### src/mii_strap_pkg.sv
package mii_strap_pkg;

	// ------------------------------------------------------------
	// register map (word index, byte address is index * 4)
	// ------------------------------------------------------------
	localparam logic [7:0]  REG_IRQ_CS_IDX   = 8'h1b; // irq enable / latched status
	localparam logic [7:0]  REG_PHY_CTRL_IDX = 8'h1f; // polarity, pin function, isolate
	localparam logic [7:0]  REG_STRAP_IDX    = 8'h20; // captured strap values, read only

	// control register fields
	localparam int          CTRL_WAKE_FLAG_BIT = 0;   // wake pending, write one to clear
	localparam int          CTRL_PIN_WAKE_BIT  = 8;   // 0: interrupt, 1: wake on the shared pin
	localparam int          CTRL_IRQ_POL_BIT   = 9;   // 0: active low, 1: active high
	localparam int          CTRL_ISOLATE_BIT   = 10;  // detach the mac-side outputs
	localparam logic [15:0] CTRL_WR_MASK       = 16'h0700;
	localparam logic [15:0] CTRL_RST_VAL       = 16'h0000;

	// irq control/status fields
	localparam int          IRQ_STAT_LSB   = 0;
	localparam int          IRQ_EN_LSB     = 8;
	localparam logic [7:0]  IRQ_EN_RST_VAL = 8'h00;

	// ------------------------------------------------------------
	// reset release and bus constants
	// ------------------------------------------------------------
	localparam logic [1:0]  STRAP_SETTLE_CYC = 2'h3;  // settle count at capture, reached after three settle cycles that follow the one reset-phase cycle
	localparam logic [2:0]  HSIZE_WORD       = 3'h2;
	localparam int          IDX_LSB          = 2;     // haddr bit of word index bit 0

	// ------------------------------------------------------------
	// synchronised pin inputs, bit positions in one vector
	// ------------------------------------------------------------
	localparam int          SI_RXD      = 0;          // four bits, receive nibble straps
	localparam int          SI_RX_VALID     = 4;
	localparam int          SI_RXC      = 5;
	localparam int          SI_RX_ERROR_OUT     = 6;
	localparam int          SI_IRQ      = 7;
	localparam int          SI_TXC      = 8;
	localparam int          SI_COL      = 9;
	localparam int          SI_CRS      = 10;
	localparam int          SI_TX_ENABLE_IN     = 11;
	localparam int          SI_TXD      = 12;         // four bits, transmit nibble
	localparam int          SI_MDC      = 16;
	localparam int          SI_MDIO     = 17;
	localparam int          SYNC_W      = 18;

	// ------------------------------------------------------------
	// types
	// ------------------------------------------------------------
	typedef enum logic [2:0]
	{
		PH_RESET  = 3'h1,
		PH_SETTLE = 3'h2,
		PH_RUN    = 3'h4
	} phase_t;

	typedef struct packed
	{
		logic [2:0] mgmt_station_address;
		logic       duplex;
		logic [2:0] if_select;
		logic       bcast_addr_disable;
		logic       isolate;
		logic       test_tree_n;
		logic       wake_output_enable;
	} strap_t;

endpackage : mii_strap_pkg

### src/sync_two_flop.sv
`timescale 1ns/100ps

// ------------------------------------------------------------
// two-flop synchroniser for a vector of independent levels
// ------------------------------------------------------------
module sync_two_flop
#(
	parameter int W = 1
)
(
	input  wire logic         clk_i,
	input  wire logic [W-1:0] async_i,
	output logic      [W-1:0] sync_o
);

	typedef struct packed
	{
		logic [W-1:0] meta;
		logic [W-1:0] stable;
	} sync_st_t;

	sync_st_t q;
	sync_st_t d;

	// no reset: the chain must already track the pins while reset is held
	always_comb
	begin
		d        = q;
		d.meta   = async_i;
		d.stable = q.meta;
	end

	always_ff @(posedge clk_i)
	begin
		q <= d;
	end

	assign sync_o = q.stable;

endmodule : sync_two_flop

### src/mii_pin_strap_config.sv
// Our own choices: register access over AHB-Lite and the register addresses.
`timescale 1ns/100ps

// How it works
// RQ1 - at reset release, receive nibble pins 3,2,1 become station address bits 0,1,2
// RQ2 - at reset release, receive nibble pin 0 becomes the initial duplex setting
// RQ3 - at reset release, receive-valid pin becomes interface selector bit 2
// RQ4 - at reset release, receive-clock pin becomes the broadcast address disable
// RQ5 - at reset release, receive-error pin becomes the initial isolate setting
// RQ6 - at reset release, interrupt pin level selects test-tree mode, active low
// RQ7 - at reset release, transmit-clock pin becomes the wake output enable
// RQ8 - in normal operation drive receive nibble, valid, error and clock toward the mac
// RQ9 - in normal operation drive transmit clock and accept transmit enable from the mac
// RQ10 - board leaves the transmit-clock pin open in back-to-back repeater use
// RQ11 - programmable interrupt with enables and latched status at index 1bh
// RQ12 - bit 9 of index 1fh picks interrupt polarity, active low by default
// RQ13 - in wake function the shared pin is pulled low after a wake event
// RQ14 - interrupt/wake pin is open drain, never driven high
// RQ15 - management data is open drain; the device only pulls it low
// RQ16 - station manager supplies the management clock and times data to it
// RQ17 - system supplies a 25 mhz reference clock within 50 ppm
// RQ18 - at reset release, collision and carrier-sense pins become selector bits 0 and 1
// RQ19 - the mac drives the four transmit nibble inputs
// RQ20 - strap pins stay undriven while reset is held
module mii_pin_strap_config
(
	input  wire logic        clk_i,
	input  wire logic        rstn_i,
	// ahb-lite register slave
	input  wire logic        hsel_i,
	input  wire logic [31:0] haddr_i,
	input  wire logic [1:0]  htrans_i,
	input  wire logic        hwrite_i,
	input  wire logic [2:0]  hsize_i,
	input  wire logic [31:0] hwdata_i,
	input  wire logic        hready_i,
	output logic             hreadyout_o,
	output logic             hresp_o,
	output logic      [31:0] hrdata_o,
	// shared strap / mii pins
	input  wire logic [3:0]  rx_nibble_pin_i,
	output logic      [3:0]  rx_nibble_pin_o,
	output logic      [3:0]  rx_nibble_oe_n_o,
	input  wire logic        rx_valid_pin_i,
	output logic             rx_valid_pin_o,
	output logic             rx_valid_oe_n_o,
	input  wire logic        rx_clk_out_pin_i,
	output logic             rx_clk_out_pin_o,
	output logic             rx_clk_out_oe_n_o,
	input  wire logic        rx_error_out_pin_i,
	output logic             rx_error_out_pin_o,
	output logic             rx_error_out_oe_n_o,
	input  wire logic        tx_clk_out_pin_i,
	output logic             tx_clk_out_pin_o,
	output logic             tx_clk_out_oe_n_o,
	input  wire logic        col_pin_i,
	output logic             col_pin_o,
	output logic             col_oe_n_o,
	input  wire logic        crs_pin_i,
	output logic             crs_pin_o,
	output logic             crs_oe_n_o,
	input  wire logic        irq_out_pin_i,
	output logic             irq_out_pin_o,
	output logic             irq_out_oe_n_o,
	input  wire logic        tx_enable_in_i,
	input  wire logic [3:0]  tx_nibble_i,
	input  wire logic        mdc_pin_i,
	input  wire logic        mdio_pin_i,
	output logic             mdio_pin_o,
	output logic             mdio_oe_n_o,
	// core side
	input  wire logic [3:0]  rx_nibble_i,
	input  wire logic        rx_valid_i,
	input  wire logic        rx_error_i,
	input  wire logic        rx_clk_i,
	input  wire logic        tx_clk_i,
	input  wire logic        col_i,
	input  wire logic        crs_i,
	input  wire logic [7:0]  irq_event_i,
	input  wire logic        wake_event_i,
	input  wire logic        mdio_pull_low_i,
	output logic             tx_enable_o,
	output logic      [3:0]  tx_nibble_o,
	output logic             mdio_bit_o,
	output logic             mdio_bit_valid_o,
	output logic      [2:0]  mgmt_station_address_o,
	output logic             duplex_o,
	output logic      [2:0]  if_select_o,
	output logic             bcast_addr_disable_o,
	output logic             isolate_o,
	output logic             test_tree_sel_o,
	output logic             wake_output_enable_o,
	output logic             strap_done_o
);

	// ------------------------------------------------------------
	// state
	// ------------------------------------------------------------
	typedef struct packed
	{
		mii_strap_pkg::phase_t phase;
		logic [1:0]            settle;
		logic                  strap_take;
		mii_strap_pkg::strap_t strap;
		logic [15:0]           ctrl;
		logic [7:0]            irq_stat;
		logic [7:0]            irq_en;
		logic                  ahb_wr;
		logic                  ahb_rd;
		logic [7:0]            ahb_idx;
		logic [31:0]           hrdata;
		logic [3:0]            rxd;
		logic                  rx_valid;
		logic                  rx_clk_out;
		logic                  rx_error_out;
		logic                  tx_clk_out;
		logic                  col;
		logic                  crs;
		logic                  mii_oe_n;
		logic                  irq_oe_n;
		logic                  mdio_oe_n;
		logic                  tx_en;
		logic [3:0]            txd;
		logic                  mdc_prev;
		logic                  mdio_bit;
		logic                  mdio_vld;
	} st_t;

	localparam st_t RST_VAL = '{
		phase:     mii_strap_pkg::PH_RESET,
		ctrl:      mii_strap_pkg::CTRL_RST_VAL,
		irq_en:    mii_strap_pkg::IRQ_EN_RST_VAL,
		mii_oe_n:  1'b1,
		irq_oe_n:  1'b1,
		mdio_oe_n: 1'b1,
		default:   '0
	};

	st_t                              q;
	st_t                              d;
	logic [mii_strap_pkg::SYNC_W-1:0] pin_raw;
	logic [mii_strap_pkg::SYNC_W-1:0] pin_s;
	logic                             take;
	logic                             pending;
	logic                             pin_low;
	logic                             wake_clr;
	logic                             running;

	// ------------------------------------------------------------
	// register read decode
	// ------------------------------------------------------------
	function automatic logic [31:0] reg_read(input st_t s, input logic [7:0] idx);
		logic [31:0] v;
		v = 32'h0000_0000;
		case (idx)
			mii_strap_pkg::REG_IRQ_CS_IDX:   v = {16'h0000, s.irq_en, s.irq_stat};
			mii_strap_pkg::REG_PHY_CTRL_IDX:
			begin
				v                                   = {16'h0000, s.ctrl};
				v[mii_strap_pkg::CTRL_WAKE_FLAG_BIT] = s.ctrl[mii_strap_pkg::CTRL_WAKE_FLAG_BIT];
			end
			mii_strap_pkg::REG_STRAP_IDX:    v = {21'h0, s.strap};
			default:                         v = 32'h0000_0000; // unmapped reads zero
		endcase
		return v;
	endfunction : reg_read

	// ------------------------------------------------------------
	// pin synchronisers
	// ------------------------------------------------------------
	// every pin level is two flops away from any logic, straps included
	assign pin_raw = {mdio_pin_i, mdc_pin_i, tx_nibble_i, tx_enable_in_i, crs_pin_i, col_pin_i,
		tx_clk_out_pin_i, irq_out_pin_i, rx_error_out_pin_i, rx_clk_out_pin_i, rx_valid_pin_i,
		rx_nibble_pin_i};

	sync_two_flop
	#(
		.W (mii_strap_pkg::SYNC_W)
	)
	u_pin_sync
	(
		.clk_i   (clk_i),
		.async_i (pin_raw),
		.sync_o  (pin_s)
	);

	// ------------------------------------------------------------
	// helper terms
	// ------------------------------------------------------------
	assign running  = (q.phase == mii_strap_pkg::PH_RUN);
	assign take     = hsel_i && htrans_i[1] && hready_i && (hsize_i == mii_strap_pkg::HSIZE_WORD);
	assign pending  = |(q.irq_stat & q.irq_en);
	assign wake_clr = q.ahb_wr && (q.ahb_idx == mii_strap_pkg::REG_PHY_CTRL_IDX) &&
		hwdata_i[mii_strap_pkg::CTRL_WAKE_FLAG_BIT];

	// level the shared pin must show: low means pulled, high means released
	always_comb
	begin
		if (q.ctrl[mii_strap_pkg::CTRL_PIN_WAKE_BIT])
			pin_low = q.ctrl[mii_strap_pkg::CTRL_WAKE_FLAG_BIT] && q.strap.wake_output_enable; // RQ13
		else if (q.ctrl[mii_strap_pkg::CTRL_IRQ_POL_BIT])
			pin_low = !pending; // RQ12
		else
			pin_low = pending;  // RQ12
	end

	// ------------------------------------------------------------
	// next state
	// ------------------------------------------------------------
	always_comb
	begin
		d            = q;
		d.strap_take = 1'b0;
		d.mdio_vld   = 1'b0;

		// reset release sequence; pins stay released until the run phase
		case (q.phase)
			mii_strap_pkg::PH_RESET:
			begin
				d.phase  = mii_strap_pkg::PH_SETTLE;
				d.settle = 2'h0;
			end
			mii_strap_pkg::PH_SETTLE:
			begin
				if (q.settle == mii_strap_pkg::STRAP_SETTLE_CYC)
				begin
					d.strap.mgmt_station_address = {pin_s[mii_strap_pkg::SI_RXD+1],
						pin_s[mii_strap_pkg::SI_RXD+2], pin_s[mii_strap_pkg::SI_RXD+3]}; // RQ1
					d.strap.duplex             = pin_s[mii_strap_pkg::SI_RXD];       // RQ2
					d.strap.if_select[2]       = pin_s[mii_strap_pkg::SI_RX_VALID];      // RQ3
					d.strap.if_select[1]       = pin_s[mii_strap_pkg::SI_CRS];       // RQ18
					d.strap.if_select[0]       = pin_s[mii_strap_pkg::SI_COL];       // RQ18
					d.strap.bcast_addr_disable = pin_s[mii_strap_pkg::SI_RXC];       // RQ4
					d.strap.isolate            = pin_s[mii_strap_pkg::SI_RX_ERROR_OUT];      // RQ5
					d.strap.test_tree_n        = pin_s[mii_strap_pkg::SI_IRQ];       // RQ6
					d.strap.wake_output_enable = pin_s[mii_strap_pkg::SI_TXC];       // RQ7
					d.ctrl[mii_strap_pkg::CTRL_ISOLATE_BIT] = pin_s[mii_strap_pkg::SI_RX_ERROR_OUT]; // RQ5
					d.strap_take = 1'b1;
					d.phase      = mii_strap_pkg::PH_RUN;
				end
				else
				begin
					d.settle = q.settle + 2'h1;
				end
			end
			mii_strap_pkg::PH_RUN:
			begin
				d.phase = mii_strap_pkg::PH_RUN;
			end
			default:
			begin
				d.phase = mii_strap_pkg::PH_RESET;
			end
		endcase

		// mac-side data always registered; isolate only releases the pins
		d.rxd      = rx_nibble_i; // RQ8
		d.rx_valid     = rx_valid_i;
		d.rx_error_out     = rx_error_i;
		d.rx_clk_out      = rx_clk_i;
		d.col      = col_i;
		d.crs      = crs_i;
		d.tx_clk_out      = tx_clk_i;    // RQ9
		d.mii_oe_n = !(running && !q.ctrl[mii_strap_pkg::CTRL_ISOLATE_BIT]); // RQ8 RQ20
		d.tx_en    = pin_s[mii_strap_pkg::SI_TX_ENABLE_IN]; // RQ9
		d.txd      = pin_s[mii_strap_pkg::SI_TXD +: 4];

		// open-drain shared pin: pull low or release, never drive high
		d.irq_oe_n  = !(running && pin_low);          // RQ14 RQ20
		d.mdio_oe_n = !(running && mdio_pull_low_i); // RQ15

		// management clock comes in as a plain sampled level
		d.mdc_prev = pin_s[mii_strap_pkg::SI_MDC];
		if (pin_s[mii_strap_pkg::SI_MDC] && !q.mdc_prev)
		begin
			d.mdio_bit = pin_s[mii_strap_pkg::SI_MDIO];
			d.mdio_vld = 1'b1;
		end

		// bus address phase; reads spend one wait cycle so data comes from a flop
		d.ahb_wr = take && hwrite_i;
		d.ahb_rd = take && !hwrite_i;
		if (take)
			d.ahb_idx = haddr_i[mii_strap_pkg::IDX_LSB +: 8];

		// bus data phase write
		if (q.ahb_wr && (q.ahb_idx == mii_strap_pkg::REG_PHY_CTRL_IDX))
			d.ctrl = (q.ctrl & ~mii_strap_pkg::CTRL_WR_MASK) |
				(hwdata_i[15:0] & mii_strap_pkg::CTRL_WR_MASK); // RQ12
		if (q.ahb_wr && (q.ahb_idx == mii_strap_pkg::REG_IRQ_CS_IDX))
			d.irq_en = hwdata_i[mii_strap_pkg::IRQ_EN_LSB +: 8]; // RQ11

		// bus data phase read; reading the irq word clears what it showed
		if (q.ahb_rd)
		begin
			d.hrdata = reg_read(q, q.ahb_idx);
			if (q.ahb_idx == mii_strap_pkg::REG_IRQ_CS_IDX)
				d.irq_stat = 8'h00; // RQ11
		end

		// events last so a set in the clearing cycle wins
		d.irq_stat = d.irq_stat | irq_event_i; // RQ11
		if (wake_clr)
			d.ctrl[mii_strap_pkg::CTRL_WAKE_FLAG_BIT] = 1'b0;
		if (wake_event_i)
			d.ctrl[mii_strap_pkg::CTRL_WAKE_FLAG_BIT] = 1'b1; // RQ13
	end

	always_ff @(posedge clk_i)
	begin
		if (!rstn_i)
			q <= RST_VAL;
		else
			q <= d;
	end

	// ------------------------------------------------------------
	// outputs
	// ------------------------------------------------------------
	assign hreadyout_o            = !q.ahb_rd;
	assign hresp_o                = 1'b0;
	assign hrdata_o               = q.hrdata;
	assign rx_nibble_pin_o        = q.rxd;
	assign rx_nibble_oe_n_o       = {4{q.mii_oe_n}};
	assign rx_valid_pin_o         = q.rx_valid;
	assign rx_valid_oe_n_o        = q.mii_oe_n;
	assign rx_clk_out_pin_o       = q.rx_clk_out;
	assign rx_clk_out_oe_n_o      = q.mii_oe_n;
	assign rx_error_out_pin_o     = q.rx_error_out;
	assign rx_error_out_oe_n_o    = q.mii_oe_n;
	assign tx_clk_out_pin_o       = q.tx_clk_out;
	assign tx_clk_out_oe_n_o      = q.mii_oe_n;
	assign col_pin_o              = q.col;
	assign col_oe_n_o             = q.mii_oe_n;
	assign crs_pin_o              = q.crs;
	assign crs_oe_n_o             = q.mii_oe_n;
	assign irq_out_pin_o          = 1'b0;
	assign irq_out_oe_n_o         = q.irq_oe_n;
	assign mdio_pin_o             = 1'b0;
	assign mdio_oe_n_o            = q.mdio_oe_n;
	assign tx_enable_o            = q.tx_en;
	assign tx_nibble_o            = q.txd;
	assign mdio_bit_o             = q.mdio_bit;
	assign mdio_bit_valid_o       = q.mdio_vld;
	assign mgmt_station_address_o = q.strap.mgmt_station_address;
	assign duplex_o               = q.strap.duplex;
	assign if_select_o            = q.strap.if_select;
	assign bcast_addr_disable_o   = q.strap.bcast_addr_disable;
	assign isolate_o              = q.ctrl[mii_strap_pkg::CTRL_ISOLATE_BIT];
	assign test_tree_sel_o        = !q.strap.test_tree_n;
	assign wake_output_enable_o   = q.strap.wake_output_enable;
	assign strap_done_o           = running;
endmodule : mii_pin_strap_config

### config.mk
export PLATFORM = sky130hd
export DESIGN_NAME = mii_pin_strap_config
export DESIGN_NICKNAME = d
export VERILOG_FILES = /design/src/mii_strap_pkg.sv /design/src/sync_two_flop.sv /design/src/mii_pin_strap_config.sv
export SDC_FILE = /design/constraint.sdc
export NUM_CORES = 1
export LEC_CHECK = 0
export ABC_AREA = 1
export BUFFER_PORTS_ARGS = -buffer_cell sky130_fd_sc_hd__buf_2
export CAP_MARGIN = 20
export CORE_ASPECT_RATIO = 2
export CORE_MARGIN = 8
export CORE_UTILIZATION = 47
export DETAILED_ROUTE_END_ITERATION = 6
export GPL_ROUTABILITY_DRIVEN = 1
export GPL_TIMING_DRIVEN = 0
export PLACE_DENSITY_LB_ADDON = 0.1
export SETUP_SLACK_MARGIN = 0.5
export SYNTH_ARGS = -nofsm -noshare
export SYNTH_HDL_FRONTEND = slang
export SYNTH_HIERARCHICAL = 1
export SYNTH_SLANG_ARGS = --single-unit
### constraint.sdc
create_clock -name clk_i -period 1.6 [get_ports clk_i]
set_input_delay 0.16 -clock clk_i [delete_from_list [all_inputs] [get_ports clk_i]]
set_output_delay 0.16 -clock clk_i [all_outputs]
set_load 0.05 [all_outputs]
==> results.md <==
* Status: complete, no violations
* Worst Path Buf+Inv at 3
* 1st-iter DRT viols at 182
* CP max stage delay at 0.30 ns
* Post-DP Area at 5220 um^2
* 1st-pass router iterations at 4
* Seq/Total Area, Yosys at 55.3%
* Most frequent CP cell: inv_2
* Setup violations, final at 0
* Routed len/inst at 17.5 um
* Crit path launch type: register
* Fin. Hold Viols at 0
* Slew headroom at 58.1%
* Layout area overhead at 78.8%
* Core ar. at 8950 um^2
* Via density at 4.93
* Initial antenna violation count at 0
* Via count at 4,193
* Ys Warns at 6
* Final #Nets at 849
* Setup CP Type: register to register
* Post-synth top flop: dfxtp_1
* Clk sinks at 119
* Mean post-synth cell area at 8.62 um^2
* Synth top area cells: dfxtp_1, buf_4, nand2_1, a21oi_1, nand3_1
* Clk root buf: clkbuf_16
* Layout cell share with drive strength beyond 1 at 54.3%
* Setup_tns at 0 ns
* Placed Cells at 741
* Slew at the pin closest to its max-slew limit at 0.629 ns
* CTS H-tree depth at 4
* Die Ht at 151 um
* VDD IR-drop max at 1200 uV
* Worst Path Arrival at 1.64 ns
* CP required at 1.88 ns
* Leakage at 3.48 nW
* Vias in the first global route at 4,344
* Gr ovfl total at 0
* Pin count of the biggest net entering global routing at 17
* Final Core Density at 86.1%
* Post-detail-place hpwl at 8550 um
* Fillers at 465
* Placer Congestion at 0.962
* Clock period minus worst slack at 1.36 ns
* Tcrit/Tclk final at 85.2%
* Count leader, synth: dfxtp_1
* CP endpoint kind: register
* Clk buf depth at 2
* CTS tree: done
* Port Buffers at 121
* First-pass GRT wire length at 20,800 um
* Drt drc at 0
* CTS clk-pin slew, worst paths at 0.05 ns
* Final ANT Viol Nets at 0
* Critical Path Fanout Max at 4
* Top-area cell type share of the netlist area at 55.3%
* # IOs at 189
* Pwr dens at 1030 nW/um^2
* Fmax at 734 MHz
* Max-slew violations at 0
* Async SR Flop Fraction at 0%
* Post-synth cell types at 28
* Slowest-stage cell, CP: dfxtp_1
* FP Rows at 49
* ANT cells at 0
* Die area at 12,700 um^2
* Die W at 83.7 um
* Largest area contributor in the netlist: dfxtp_1
* Most frequent cells after synthesis: dfxtp_1, nand2_1, buf_4
* CTS buffer count at 17
* Final Routed Wirelength at 14,900 um
* Max-Cap Viols at 0
* Footprint of the multi-input gates at 1690 um^2
* Worst path cell trace: inv_2, nand2_4, nor2_4, buf_12, nand3_4, inv_2, nand2_1, a21oi_1, nor2_1
* RSZ-0062 raised after global routing: true
* Final cell count without fillers at 851
* Gate Count Post-Synth at 500
* Initial Util at 48.2%
* Total track usage at 21.2%
* Final instance area at 7710 um^2
* Number of synthesized flops with an enable pin at 0
* Post-Syn Area at 4310 um^2
* Skew-Pair Late Insertion Delay at 0.42 ns
* Clock skew at 0.00826 ns
* Synth Register Bits at 119
* FF/Latch Area at 2450 um^2
* CP delay by family, top: simple AND/OR/NAND/NOR gates
* Hold Path Class: primary input to register
[state kept, by name, summed over array words and instances, names as in the netlist, 3 cells and up]
register / count
mgmt_station_address_o: 3
hrdata_o: 16
u_pin_sync/d: 18
q: 37
u_pin_sync/sync_o: 18
if_select_o: 3
rx_nibble_pin_o: 4
tx_nibble_o: 4
[power breakdown]
group / total (W) / leakage, nW / switching (W) / internal (W)
logic: 0.000761 / 2.18 / 0.000433 / 0.000328
registers: 0.00316 / 1.00 / 0.0000819 / 0.00307
clock network: 0.00405 / 0.303 / 0.00139 / 0.00265
[tightest hold or removal path: cells and delay by family]
kind	cells	cell delay, ns
compound gates	1	0.04
buf+inv	1	0.11
simple gates	1	0.07
[per-stage QoR]
| step | setup slack, ns | power [W] | hold slack [ns] |
|---|---|---|---|
| floorplan | 0.132 | 0.00356 | 0.188 |
| CTS | 0.292 | 0.00786 | 0.000530 |
| global placement | 0.104 | 0.00371 | 0.262 |
| detailed placement | 0.101 | 0.00372 | 0.264 |
| global route | 0.186 | 0.00819 | 0.00276 |
| finish | 0.237 | 0.00796 | 0.00932 |
[path summary, 6_finish.rpt]
kind                                start                      endpoint  slack, ns  cells past startpoint
setup reg to reg       q[60]$_SDFFE_PN0P_            q[79]$_SDFFE_PN0P_       0.24                      9
hold / removal               hwdata_i[14]            q[69]$_SDFFE_PN0P_      0.009                      3
setup / recovery       q[60]$_SDFFE_PN0P_            q[79]$_SDFFE_PN0P_       0.24                      9
hold reg to reg   u_pin_sync/d[4]$_DFF_P_  u_pin_sync/sync_o[4]$_DFF_P_       0.33                      0
[logic make-up after synthesis]
family | synth area share, %
AND/OR/NAND/NOR | 19.2
flip-flops | 55.3
buffers and inverters | 15.9
AO/OA/AOI/OAI | 9.26
adder cells (fa/ha/maj) | 0.290
other | 0.0870
[area by class of cell]
cell class | instances | share of cell area (%)
plain buffers | 73 | 9.02
clock buffers | 18 | 5.70
clock inverters | 14 | 2.55
inverters | 44 | 2.43
multi-input cells | 283 | 22.0
flip-flops and latches | 119 | 31.7
well taps | 102 | 1.66
repair buffers | 198 | 25.0
[layout by cell type, fill, tap and decap left out, types with 5 or more instances in the layout]
cell type / count
buf_2: 65
a21oi_1: 24
conb_1: 19
nor2_2: 6
nand3_1: 22
inv_2: 9
nor2_4: 16
nand2_2: 13
dlygate4sd3_1: 40
buf_6: 60
nand2_1: 80
nand3_2: 13
buf_4: 45
o21ai_1: 5
o21ai_2: 5
dfxtp_1: 75
inv_1: 29
buf_8: 46
clkbuf_16: 17
buf_12: 5
dfxtp_2: 40
a21oi_2: 27
nor2_1: 22
o21ai_0: 16
[per-layer routing]
| metal | global-route usage, % | wire length (um) | vias to the layer above |
|---|---|---|---|
| met2 | 43.1 | 8900 | 163 |
| met5 | 0 | 0 | - |
| met3 | 7.33 | 949 | 64 |
| li1 | - | - | 1998 |
| met1 | 15.8 | 4260 | 1968 |
| met4 | 13.3 | 823 | 0 |
[timing repair]
action,in CTS,in global routing
endpoints found under the setup margin,110,106
resized for setup,250,111
endpoints found under the hold margin,39,1
buffers inserted,24,10
gates cloned,3,1
hold buffers,39,1
pin swaps,19,24
Note: power is estimated with default switching activity, not from simulation.
